### config.mk
export PLATFORM = sky130hd
export DESIGN_NAME = bpo_top
export DESIGN_NICKNAME = d
export VERILOG_FILES = /design/src/common/bpo_pkg.sv /design/src/design/bpo_top.sv /design/src/design/bpo_sync3.sv /design/src/design/bpo_deadband.sv
export SDC_FILE = /design/constraint.sdc
export NUM_CORES = 1
export LEC_CHECK = 0
export ABC_AREA = 0
export BUFFER_PORTS_ARGS = -buffer_cell sky130_fd_sc_hd__buf_4
export CAP_MARGIN = 20
export CORE_ASPECT_RATIO = 0.8
export CORE_UTILIZATION = 45
export DETAILED_ROUTE_END_ITERATION = 12
export PLACE_DENSITY_LB_ADDON = 0.3
export SYNTH_ARGS = -nofsm -noshare
export SYNTH_HDL_FRONTEND = slang
export SYNTH_SLANG_ARGS = --single-unit
### constraint.sdc
create_clock -name clk_sys -period 2.73 [get_ports clk_sys]
set_input_delay 0.1365 -clock clk_sys [delete_from_list [all_inputs] [get_ports clk_sys]]
set_output_delay 0.1365 -clock clk_sys [all_outputs]
set_load 0.02 [all_outputs]
### src/common/bpo_pkg.sv
// Constants, types and helpers for the bridge PWM output stage
package bpo_pkg;
// Functional notes
// - Sleep freezes timer and all modulator state
// - Driven pins keep their level during sleep
// - Timer resumes from held count after wake
// - All timing derives from the system clock
// - Reset restores registers, pins become inputs
// - Four output pins, ten bit duty
// - Two bit field selects output mode
// - Period, timer, duty registers set waveform
// - Per pin pair polarity is selectable
// - No output until first period boundary
// - Zero control register releases primary pin
// - Pins unused by mode are not driven
// - Half bridge: first modulated, second complement
// - Dead band delays active edge, instruction cycles
// - Dead band beyond pulse keeps output inactive
// - Single mode steers to any pin combination
// - Full bridge forward and reverse pin roles
// - Period match clears timer, sets pin, latches
// - Duty is high byte over two low bits

  ////////////////////////////////////////////////////////////////////////
  // Register byte offsets on the AXI4-Lite bus
  localparam int          ADDR_W      = 6;
  localparam logic [5:0]  OFS_CTRL    = 6'h00;  // pwm_mode_control
  localparam logic [5:0]  OFS_DUTY_HI = 6'h04;  // duty_high_bits
  localparam logic [5:0]  OFS_DSHADOW = 6'h08;  // duty_shadow, read only
  localparam logic [5:0]  OFS_PERIOD  = 6'h0c;  // period_value
  localparam logic [5:0]  OFS_TCON    = 6'h10;  // period_timer_control
  localparam logic [5:0]  OFS_TCOUNT  = 6'h14;  // period_timer_count
  localparam logic [5:0]  OFS_DBAND   = 6'h18;  // deadband_restart_control
  localparam logic [5:0]  OFS_STEER   = 6'h1c;  // steering_control
  localparam logic [5:0]  OFS_TSEL_LO = 6'h20;  // timer_select_low
  localparam logic [5:0]  OFS_TSEL_HI = 6'h24;  // timer_select_high
  localparam logic [5:0]  OFS_PDIR    = 6'h28;  // pin_direction_bit per pin
  localparam logic [1:0]  RESP_OKAY   = 2'h0;
  localparam logic [1:0]  RESP_SLVERR = 2'h2;

  ////////////////////////////////////////////////////////////////////////
  // Field positions and codes
  localparam int          CTRL_DUTY_LO = 4;     // duty_low_bits [5:4]
  localparam int          CTRL_MODE_LO = 6;     // output_mode_sel [7:6]
  localparam int          POL_AC       = 1;     // Pins A and C active low
  localparam int          POL_BD       = 0;     // Pins B and D active low
  localparam int          TCON_RUN     = 2;     // timer_run
  localparam logic [1:0]  PWM_ON       = 2'h3;  // module_mode_polarity[3:2]
  localparam logic [1:0]  OM_SINGLE    = 2'h0;
  localparam logic [1:0]  OM_FULL_FWD  = 2'h1;
  localparam logic [1:0]  OM_HALF      = 2'h2;
  localparam logic [1:0]  OM_FULL_REV  = 2'h3;
  localparam logic [1:0]  PS_1         = 2'h0;  // timer_prescale_sel codes
  localparam logic [1:0]  PS_4         = 2'h1;
  localparam logic [7:0]  TCON_MASK    = 8'h7f; // Top bit reads as zero

  ////////////////////////////////////////////////////////////////////////
  // Reset values
  localparam logic [7:0]  RST_BYTE   = 8'h00;
  localparam logic [7:0]  RST_PERIOD = 8'hff;
  localparam logic [3:0]  RST_PDIR   = 4'hf;    // All pins inputs

  ////////////////////////////////////////////////////////////////////////
  // Timing: an instruction cycle is four system clocks
  localparam int          OSC_PER_INSTR = 4;
  localparam logic [1:0]  INSTR_LAST    = 2'(OSC_PER_INSTR - 1);
  localparam logic [5:0]  PS_LAST_1     = 6'h03;
  localparam logic [5:0]  PS_LAST_4     = 6'h0f;
  localparam logic [5:0]  PS_LAST_16    = 6'h3f;

  // Modulator sequencing
  typedef enum logic [2:0] {
    ST_OFF  = 3'b001,  // Modulator disabled, pins released
    ST_WAIT = 3'b010,  // Enabled, waiting for a period boundary
    ST_RUN  = 3'b100   // Waveform on the pins
  } bpo_state_t;

  // Last divider value before a timer increment
  function automatic logic [5:0] ps_last(input logic [1:0] sel);
    return (sel == PS_1) ? PS_LAST_1 : (sel == PS_4) ? PS_LAST_4 : PS_LAST_16;
  endfunction

  // Two low bits of the ten bit time base
  function automatic logic [1:0] time_sub(input logic [5:0] div, input logic [1:0] sel);
    return (sel == PS_1) ? div[1:0] : (sel == PS_4) ? div[3:2] : div[5:4];
  endfunction
endpackage

### src/design/bpo_top.sv
// Enhanced PWM output stage with AXI4-Lite registers
//
// Implementation choices: the AXI4-Lite register port and the address map.
`timescale 1ns/1ps
module bpo_top (
  // Clock and reset
  input  wire logic        clk_sys,
  input  wire logic        rstn,
  // Sleep request from power management, asynchronous
  input  wire logic        sleep_in,
  // AXI4-Lite write address
  input  wire logic        s_axi_awvalid,
  output logic             s_axi_awready,
  input  wire logic [5:0]  s_axi_awaddr,
  // AXI4-Lite write data
  input  wire logic        s_axi_wvalid,
  output logic             s_axi_wready,
  input  wire logic [31:0] s_axi_wdata,
  input  wire logic [3:0]  s_axi_wstrb,
  // AXI4-Lite write response
  output logic             s_axi_bvalid,
  input  wire logic        s_axi_bready,
  output logic [1:0]       s_axi_bresp,
  // AXI4-Lite read address
  input  wire logic        s_axi_arvalid,
  output logic             s_axi_arready,
  input  wire logic [5:0]  s_axi_araddr,
  // AXI4-Lite read data
  output logic             s_axi_rvalid,
  input  wire logic        s_axi_rready,
  output logic [31:0]      s_axi_rdata,
  output logic [1:0]       s_axi_rresp,
  // Output pins with drive enables
  output logic             out_a,
  output logic             out_a_oe,
  output logic             out_b,
  output logic             out_b_oe,
  output logic             out_c,
  output logic             out_c_oe,
  output logic             out_d,
  output logic             out_d_oe
);
  ////////////////////////////////////////////////////////////////////////
  // State
  typedef struct packed {
    // Software registers
    logic [7:0]          ctrl;      // pwm_mode_control
    logic [7:0]          duty_hi;   // duty_high_bits
    logic [7:0]          period;    // period_value
    logic [7:0]          tcon;      // period_timer_control
    logic [7:0]          tsel_lo;   // timer_select_low
    logic [1:0]          tsel_hi;   // timer_select_high
    logic [6:0]          dband;     // deadband_count
    logic [3:0]          steer;     // steering_control
    logic [3:0]          pdir;      // pin_direction_bit, 1 = input
    // Modulator core
    logic [7:0]          tmr;       // period_timer_count
    logic [5:0]          div;       // Clock divider and prescaler
    logic [9:0]          duty_sh;   // duty_shadow
    logic [1:0]          mode_q;    // Mode in force this period
    logic [1:0]          pol_q;     // Polarity in force this period
    logic [3:0]          steer_q;   // Steering in force this period
    bpo_pkg::bpo_state_t st;
    logic                pwm;       // Raw modulated signal
    logic [3:0]          out;       // Pin levels D..A
    logic [3:0]          oe;        // Pin enables D..A
    // Bus slave
    logic                awready;
    logic                wready;
    logic                aw_got;
    logic                w_got;
    logic [5:0]          awaddr;
    logic [7:0]          wdata;
    logic                wlane;
    logic                bvalid;
    logic [1:0]          bresp;
    logic                arready;
    logic                rvalid;
    logic [7:0]          rdata;
    logic [1:0]          rresp;
  } bpo_core_t;

  bpo_core_t  cur;
  bpo_core_t  next_s;
  logic       sleep_q;    // Synchronised sleep level
  logic       run;        // Awake
  logic       tick;       // Timer increment
  logic       itick;      // Dead-band count enable
  logic       boundary;   // Period match at an increment
  logic [9:0] duty_new;   // Duty written by software
  logic       db_a;       // Dead-band delayed primary
  logic       db_b;       // Dead-band delayed complement
  logic [3:0] act;        // Active state per pin, D..A
  logic [3:0] use_pins;   // Pins owned by the mode
  logic [3:0] pol_mask;   // Inversion per pin

  // Word aligned register address
  function automatic logic [5:0] align(input logic [5:0] a);
    return {a[5:2], 2'h0};
  endfunction

  ////////////////////////////////////////////////////////////////////////
  // Sleep input and dead-band units
  bpo_sync3 u_sleep (
    .clk_sys (clk_sys),
    .rstn    (rstn),
    .din     (sleep_in),
    .dout    (sleep_q)
  );

  // Primary output delay
  bpo_deadband u_db_a (
    .clk_sys (clk_sys),
    .rstn    (rstn),
    .run     (run),
    .tick    (itick),
    .delay   (cur.dband),
    .raw     (cur.pwm),
    .act     (db_a)
  );

  // Complement output delay
  bpo_deadband u_db_b (
    .clk_sys (clk_sys),
    .rstn    (rstn),
    .run     (run),
    .tick    (itick),
    .delay   (cur.dband),
    .raw     (~cur.pwm),
    .act     (db_b)
  );

  ////////////////////////////////////////////////////////////////////////
  // Timing strobes, all from the system clock
  always_comb begin
    run      = !sleep_q;
    tick     = run && cur.tcon[bpo_pkg::TCON_RUN]
               && cur.div == bpo_pkg::ps_last(cur.tcon[1:0]);
    itick    = cur.tcon[bpo_pkg::TCON_RUN];
    boundary = tick && cur.tmr == cur.period;
    duty_new = {cur.duty_hi, cur.ctrl[bpo_pkg::CTRL_DUTY_LO +: 2]};
  end

  // Pin roles per output mode
  always_comb begin
    act      = 4'h0;
    use_pins = 4'h0;
    pol_mask = {cur.pol_q[bpo_pkg::POL_BD], cur.pol_q[bpo_pkg::POL_AC],
                cur.pol_q[bpo_pkg::POL_BD], cur.pol_q[bpo_pkg::POL_AC]};
    case (cur.mode_q)
      bpo_pkg::OM_SINGLE: begin
        act      = {4{cur.pwm}};
        use_pins = cur.steer_q;
      end
      bpo_pkg::OM_HALF: begin
        act      = {2'h0, db_b, db_a};
        use_pins = 4'h3;
      end
      bpo_pkg::OM_FULL_FWD: begin
        act      = {cur.pwm, 1'b0, 1'b0, 1'b1};
        use_pins = 4'hf;
      end
      bpo_pkg::OM_FULL_REV: begin
        act      = {1'b0, 1'b1, cur.pwm, 1'b0};
        use_pins = 4'hf;
      end
      default: begin
        act      = 4'h0;
        use_pins = 4'h0;
      end
    endcase
  end

  ////////////////////////////////////////////////////////////////////////
  // Next state: modulator core, then bus slave
  always_comb begin
    next_s = cur;
    // Core holds completely while asleep
    if (run) begin
      if (cur.tcon[bpo_pkg::TCON_RUN]) begin
        next_s.div = tick ? 6'h00 : cur.div + 6'h01;
      end
      if (boundary) begin
        next_s.tmr     = 8'h00;
        next_s.duty_sh = duty_new;
        next_s.mode_q  = cur.ctrl[bpo_pkg::CTRL_MODE_LO +: 2];
        next_s.pol_q   = cur.ctrl[1:0];
        next_s.steer_q = cur.steer;
        next_s.pwm     = 1'b1;
      end else if (tick) begin
        next_s.tmr = cur.tmr + 8'h01;
      end
      // Time base reaching the duty clears the pin; duty zero never sets it
      if ({next_s.tmr, bpo_pkg::time_sub(next_s.div, cur.tcon[1:0])}
          == next_s.duty_sh) begin
        next_s.pwm = 1'b0;
      end
      // Enable sequencing
      if (cur.ctrl[3:2] != bpo_pkg::PWM_ON) begin
        next_s.st = bpo_pkg::ST_OFF;
      end else begin
        case (cur.st)
          bpo_pkg::ST_OFF:  next_s.st = bpo_pkg::ST_WAIT;
          bpo_pkg::ST_WAIT: begin
            if (boundary) begin
              next_s.st = bpo_pkg::ST_RUN;
            end
          end
          bpo_pkg::ST_RUN:  next_s.st = bpo_pkg::ST_RUN;
          default:          next_s.st = bpo_pkg::ST_OFF;
        endcase
      end
      // Pins: drive only when running, owned and direction cleared
      next_s.out = act ^ pol_mask;
      next_s.oe  = (cur.st == bpo_pkg::ST_RUN) ?
                   (use_pins & ~cur.pdir) : 4'h0;
    end

    // Write address and data, taken in either order
    if (s_axi_awvalid && cur.awready) begin
      next_s.aw_got = 1'b1;
      next_s.awaddr = s_axi_awaddr;
    end
    if (s_axi_wvalid && cur.wready) begin
      next_s.w_got = 1'b1;
      next_s.wdata = s_axi_wdata[7:0];
      next_s.wlane = s_axi_wstrb[0];
    end
    if (cur.bvalid && s_axi_bready) begin
      next_s.bvalid = 1'b0;
    end
    // Register write once both halves are in
    if (cur.aw_got && cur.w_got && !cur.bvalid) begin
      next_s.aw_got = 1'b0;
      next_s.w_got  = 1'b0;
      next_s.bvalid = 1'b1;
      next_s.bresp  = bpo_pkg::RESP_OKAY;
      case (align(cur.awaddr))
        bpo_pkg::OFS_CTRL: begin
          if (cur.wlane) next_s.ctrl = cur.wdata;
        end
        bpo_pkg::OFS_DUTY_HI: begin
          if (cur.wlane) next_s.duty_hi = cur.wdata;
        end
        bpo_pkg::OFS_PERIOD: begin
          if (cur.wlane) next_s.period = cur.wdata;
        end
        bpo_pkg::OFS_TCON: begin
          if (cur.wlane) next_s.tcon = cur.wdata & bpo_pkg::TCON_MASK;
        end
        bpo_pkg::OFS_TCOUNT: begin
          if (cur.wlane && run) next_s.tmr = cur.wdata;
        end
        bpo_pkg::OFS_DBAND: begin
          if (cur.wlane) next_s.dband = cur.wdata[6:0];
        end
        bpo_pkg::OFS_STEER: begin
          if (cur.wlane) next_s.steer = cur.wdata[3:0];
        end
        bpo_pkg::OFS_TSEL_LO: begin
          if (cur.wlane) next_s.tsel_lo = cur.wdata;
        end
        bpo_pkg::OFS_TSEL_HI: begin
          if (cur.wlane) next_s.tsel_hi = cur.wdata[1:0];
        end
        bpo_pkg::OFS_PDIR: begin
          if (cur.wlane) next_s.pdir = cur.wdata[3:0];
        end
        bpo_pkg::OFS_DSHADOW: begin
          next_s.bresp = bpo_pkg::RESP_OKAY;                          // Ignored
        end
        default: next_s.bresp = bpo_pkg::RESP_SLVERR;
      endcase
    end
    next_s.awready = !next_s.aw_got && !next_s.bvalid;
    next_s.wready  = !next_s.w_got && !next_s.bvalid;

    // Read channel
    if (cur.rvalid && s_axi_rready) begin
      next_s.rvalid = 1'b0;
    end
    if (s_axi_arvalid && cur.arready) begin
      next_s.rvalid = 1'b1;
      next_s.rresp  = bpo_pkg::RESP_OKAY;
      case (align(s_axi_araddr))
        bpo_pkg::OFS_CTRL:    next_s.rdata = cur.ctrl;
        bpo_pkg::OFS_DUTY_HI: next_s.rdata = cur.duty_hi;
        bpo_pkg::OFS_DSHADOW: next_s.rdata = cur.duty_sh[9:2];
        bpo_pkg::OFS_PERIOD:  next_s.rdata = cur.period;
        bpo_pkg::OFS_TCON:    next_s.rdata = cur.tcon;
        bpo_pkg::OFS_TCOUNT:  next_s.rdata = cur.tmr;
        bpo_pkg::OFS_DBAND:   next_s.rdata = {1'b0, cur.dband};
        bpo_pkg::OFS_STEER:   next_s.rdata = {4'h0, cur.steer};
        bpo_pkg::OFS_TSEL_LO: next_s.rdata = cur.tsel_lo;
        bpo_pkg::OFS_TSEL_HI: next_s.rdata = {6'h00, cur.tsel_hi};
        bpo_pkg::OFS_PDIR:    next_s.rdata = {4'h0, cur.pdir};
        default: begin
          next_s.rdata = bpo_pkg::RST_BYTE;
          next_s.rresp = bpo_pkg::RESP_SLVERR;
        end
      endcase
    end
    next_s.arready = !next_s.rvalid;
  end

  ////////////////////////////////////////////////////////////////////////
  // State register; reset restores defaults and releases every pin
  always_ff @(posedge clk_sys or negedge rstn) begin
    if (!rstn) begin
      cur        <= '0;
      cur.period <= bpo_pkg::RST_PERIOD;
      cur.pdir   <= bpo_pkg::RST_PDIR;
      cur.st     <= bpo_pkg::ST_OFF;
    end else begin
      cur <= next_s;
    end
  end

  // Ports straight from flops
  assign s_axi_awready = cur.awready;
  assign s_axi_wready  = cur.wready;
  assign s_axi_bvalid  = cur.bvalid;
  assign s_axi_bresp   = cur.bresp;
  assign s_axi_arready = cur.arready;
  assign s_axi_rvalid  = cur.rvalid;
  assign s_axi_rdata   = {24'h000000, cur.rdata};
  assign s_axi_rresp   = cur.rresp;
  assign out_a         = cur.out[0];
  assign out_b         = cur.out[1];
  assign out_c         = cur.out[2];
  assign out_d         = cur.out[3];
  assign out_a_oe      = cur.oe[0];
  assign out_b_oe      = cur.oe[1];
  assign out_c_oe      = cur.oe[2];
  assign out_d_oe      = cur.oe[3];
endmodule // bpo_top

### src/design/bpo_sync3.sv
// Three flop synchroniser for an input from outside the clock domain
`timescale 1ns/1ps
module bpo_sync3 (
  // Clock and reset
  input  wire logic clk_sys,
  input  wire logic rstn,
  // Asynchronous level in, filtered level out
  input  wire logic din,
  output logic      dout
);
  typedef struct packed {
    logic s1;  // First stage, read only by s2
    logic s2;
    logic s3;
    logic q;   // Accepted level
  } bpo_sync_t;

  bpo_sync_t cur;
  bpo_sync_t next_s;

  // Accept a change once stages two and three agree
  always_comb begin
    next_s    = cur;
    next_s.s1 = din;
    next_s.s2 = cur.s1;
    next_s.s3 = cur.s2;
    if (cur.s2 == cur.s3) begin
      next_s.q = cur.s3;
    end
  end

  // State register
  always_ff @(posedge clk_sys or negedge rstn) begin
    if (!rstn) begin
      cur <= '0;
    end else begin
      cur <= next_s;
    end
  end

  assign dout = cur.q;
endmodule // bpo_sync3

### src/design/bpo_deadband.sv
// Dead-band delay on the rising active edge of one half-bridge output
`timescale 1ns/1ps
module bpo_deadband (
  // Clock and reset
  input  wire logic       clk_sys,
  input  wire logic       rstn,
  // Control
  input  wire logic       run,    // Low while asleep: hold everything
  input  wire logic       tick,   // Count enable, high while the timer runs
  input  wire logic [6:0] delay,  // deadband_count
  // Signal
  input  wire logic       raw,
  output logic            act
);
  typedef struct packed {
    logic       prev;  // raw one cycle ago
    logic [6:0] cnt;   // Instruction cycles still to wait
    logic [1:0] sub;   // Clocks into the current instruction cycle
    logic       act;
  } bpo_db_t;

  bpo_db_t cur;
  bpo_db_t next_s;

  // Delay the rise, pass the fall at once
  always_comb begin
    next_s = cur;
    if (run) begin
      next_s.prev = raw;
      if (!raw) begin
        // Fall before the count expires keeps it inactive all period
        next_s.act = 1'b0;
        next_s.cnt = 7'h00;
        next_s.sub = 2'h0;
      end else if (!cur.prev) begin
        next_s.act = (delay == 7'h00);
        next_s.cnt = delay;
        next_s.sub = 2'h0;
      end else if (tick && cur.cnt != 7'h00) begin
        // Whole instruction cycles from the rise, so the delay never depends on phase
        if (cur.sub == bpo_pkg::INSTR_LAST) begin
          next_s.sub = 2'h0;
          next_s.cnt = cur.cnt - 7'h01;
          next_s.act = (cur.cnt == 7'h01);
        end else begin
          next_s.sub = cur.sub + 2'h1;
        end
      end
    end
  end

  // State register
  always_ff @(posedge clk_sys or negedge rstn) begin
    if (!rstn) begin
      cur <= '0;
    end else begin
      cur <= next_s;
    end
  end

  assign act = cur.act;
endmodule // bpo_deadband

==> metrics.md <==
| Metric | Value |
|---|---|
| Clock Tree Root | clkbuf_16 |
| Overflow after GRT | 0 |
| TritonCTS clock tree | done |
| First-pass GRT wire length | 32.46 mm |
| R2R Path End | cur[42] |
| Crit path launch type | register |
| Largest net degree at the start of global routing | 75 |
| Kind of critical path | reg -> reg |
| Clock sinks | 156 |
| RR Startpoint | cur[64] |
| Final worst-path cycle share | 92.15% |
| Synth Register Bits | 156 |
| HP Class | in -> reg |
| Synthesized cell area | 8268 um^2 |
| Port Buffers | 47 |
| Vias per cell | 5.629 |
| Final Max Slew Viols | 0 |
| Post-detail-place hpwl | 13.92 mm |
| Crit-path max FO | 12 |
| Min Tclk post-route | 2.516 ns |
| Setup ws final | 0.2142 ns |
| Power after layout | 8.774 mW |
| Skew final | 0.01076 ns |
| Outcome | completed |
| Die width | 153.5 um |
| Worst skew pair latency | 0.44 ns |
| DRC | 0 |
| Worst Reg2Reg Path Length in Cells | 8 |
| Final ANT Viol Nets | 0 |
| Leakage dissipation | 4.394 nW |
| Critical path required time | 3.03 ns |
| Number of max-cap violations | 0 |
| CORE AREA | 17650 um^2 |
| Initial antenna violation count | 0 |
| IO Pins | 105 |
| Clock transition at path regs | 0.07 ns |
| Setup violators final | 0 |
| Fill cells | 1546 |
| GP Congestion | 0.8695 |
| GRT Resource Usage Total | 22.74% |
| Final wirelength | 20.32 mm |
| Critical path buffer and inverter count | 0 |
| Top Family by Delay on Critical Path | simple AND/OR/NAND/NOR gates |
| Netlist cell types | 66 |
| Hold Path Depth | 3 |
| Data arrival time of the critical path | 2.82 ns |
| Htree depth | 4 |
| Number of flops mapped to enable cells by yosys | 0 |
| Synth Area per Inst | 10.26 um^2 |
| Starting density of the core | 46.85% |
| Vias in the first global route | 5905 |
| Crit-path slowest cell | or3_1 |
| DP Worst Slack | 0.1753 ns |
| Top_reg_cell synth | dfrtp_1 |
| Sequential area share after synthesis | 47.41% |
| Die Footprint | 18920 um^2 |
| Drt pass-1 iters | 5 |
| Slew Limit Headroom | 53.61% |
| Minimum hold slack | 0.1769 ns |
| Setup bufs post-CTS | 0 |
| Crit. End Element | register |
| WL per Instance | 18.43 um |
| Slew at the pin closest to its max-slew limit | 0.6958 ns |
| Hold Path End | s_axi_rdata[6] |
| DRT iter0 DRCs | 472 |
| Layout Nets | 929 |
| Post-synth ARST share | 100.0% |
| Site Rows | 43 |
| CTS Buffer Depth | 2 |
| Fmax | 397.5 MHz |
| Fin. Hold Viols | 0 |
| Via count | 6209 |
| CP Cell Sequence | ha_1, nand3b_1, or3_1, and2_4, nor3_4, mux2_4, xnor2_1, a41oi_2 |
| Num CTS Buffers | 17 |
| Total negative slack | 0 ns |
| Worst path max stage delay | 0.46 ns |
| Hold path start | s_axi_araddr[5] |
| N_diodes | 0 |
| Power Density | 918.7 nW/um^2 |
| YS warnings | 0 |
| Height of the die | 123.2 um |
| Max VDD drop | 691.7 uV |
| RSZ-0062 raised after global routing | false |
| P&R area growth vs syn | 15.51% |
| Share of layout cells above drive strength 1 | 25.17% |
| Mapped Cells | 806 |
| R2r setup slk | 0.21 ns |
[Yosys cell counts, types with 7 or more instances]
cell,count,area [um^2]
a22oi_1,11,82.58
a22o_1,13,113.9
clkbuf_1,38,142.6
xor2_1,9,78.83
nor3_1,13,65.06
or3_1,11,68.82
ha_1,8,100.1
nor3b_1,7,52.55
inv_1,16,60.06
nand2b_1,8,50.05
buf_4,36,270.3
nor2b_1,11,68.82
a21oi_1,32,160.2
nand2_1,90,337.8
mux2i_1,13,130.1
nand3_1,9,45.04
dfrtp_1,143,3578
xnor2_1,22,192.7
nor2_1,53,198.9
mux2_2,85,957.2
o21ai_0,51,255.2
o31ai_1,14,105.1
dfstp_2,13,341.6
[flip-flops by register name, indices dropped and copies added, names as in the netlist, 3 cells and up]
| name | cells |
|---|---|
| cur | 107 |
| u_db_a.cur | 10 |
| u_db_b.cur | 10 |
| s_axi_rdata | 8 |
| u_sleep.cur | 3 |
[cells by family after synthesis]
kind of cell             share of synthesized area (%)
AND/OR/NAND/NOR                                  14.04
flip-flops                                       47.41
other                                          0.04536
XOR/XNOR                                         3.284
multiplexers                                     14.15
buffers and inverters                            6.311
AO/OA/AOI/OAI                                    13.42
adder cells (fa/ha/maj)                          1.332
[worst max-delay path by stage]
stage,slack (ns),depth (start not counted),end,from
detailed placement,0.18,8,cur[42],cur[64]
CTS,0.17,8,cur[42],cur[64]
global route,0.05,8,cur[42],cur[64]
floorplan,0.40,8,cur[42],cur[64]
global placement,0.23,8,cur[42],cur[64]
finish,0.21,8,cur[42],cur[64]
[layout by cell type (no fill, tap or decap), drive strengths merged, types with 13 or more instances in the layout]
cell type	netlist	final
a22o	13	13
o21ai	51	51
dlygate4sd3	0	20
o31ai	14	14
mux2	86	86
dfstp	13	13
nor3	15	15
conb	1	26
a21oi	32	32
nand2	90	90
dfrtp	143	143
clkbuf	38	19
xnor2	22	22
mux2i	13	13
inv	16	24
nor2	53	53
buf	46	79
[per-layer routing]
metal	global-route usage, %	share of wire, %	up-vias
met4	8.688	1.5	0
met2	31.56	42	218
met1	33.76	49	3029
li1	-	-	2932
met3	5.678	7.2	30
met5	0	0	-
[stage by stage]
step                      area [um^2]  instances  util (%)
after global placement           8778       1051     49.74
after detailed placement         8778       1051     49.74
after global routing             9550       1103     54.12
final                            9550       1103     54.12
after floorplan                  8362        831         -
after CTS                        9550       1103     54.12
[worst register-to-register path, cell delays in order, from the launching register on]
cell,delay (ns)
dfrtp_1,0.41
ha_1,0.24
nand3b_1,0.16
or3_1,0.46
and2_4,0.22
nor3_4,0.25
mux2_4,0.34
xnor2_1,0.18
a41oi_2,0.12
[power by group]
group / internal [mW] / switching, mW
registers: 2.98 / 0.849
clock network: 1.30 / 1.06
logic: 1.28 / 1.31
[what timing repair did]
item / CTS / global route
hold buffers: 20 / 0
endpoints found under the hold margin: 81 / 0
resized for setup: 0 / 0
endpoints found under the setup margin: 0 / 1
[area by class of cell]
class / instances / area (um^2) / area share [%]
Clock inverter: 13 / 128.9 / 1.349
Multi-Input combinational cell: 575 / 3920 / 41.05
Clock buffer: 19 / 442.9 / 4.638
Sequential cell: 156 / 3920 / 41.05
Tap cell: 225 / 281.5 / 2.948
Inverter: 16 / 60.06 / 0.6288
Timing Repair Buffer: 99 / 797.0 / 8.345
Note: power is estimated with default switching activity, not from simulation.
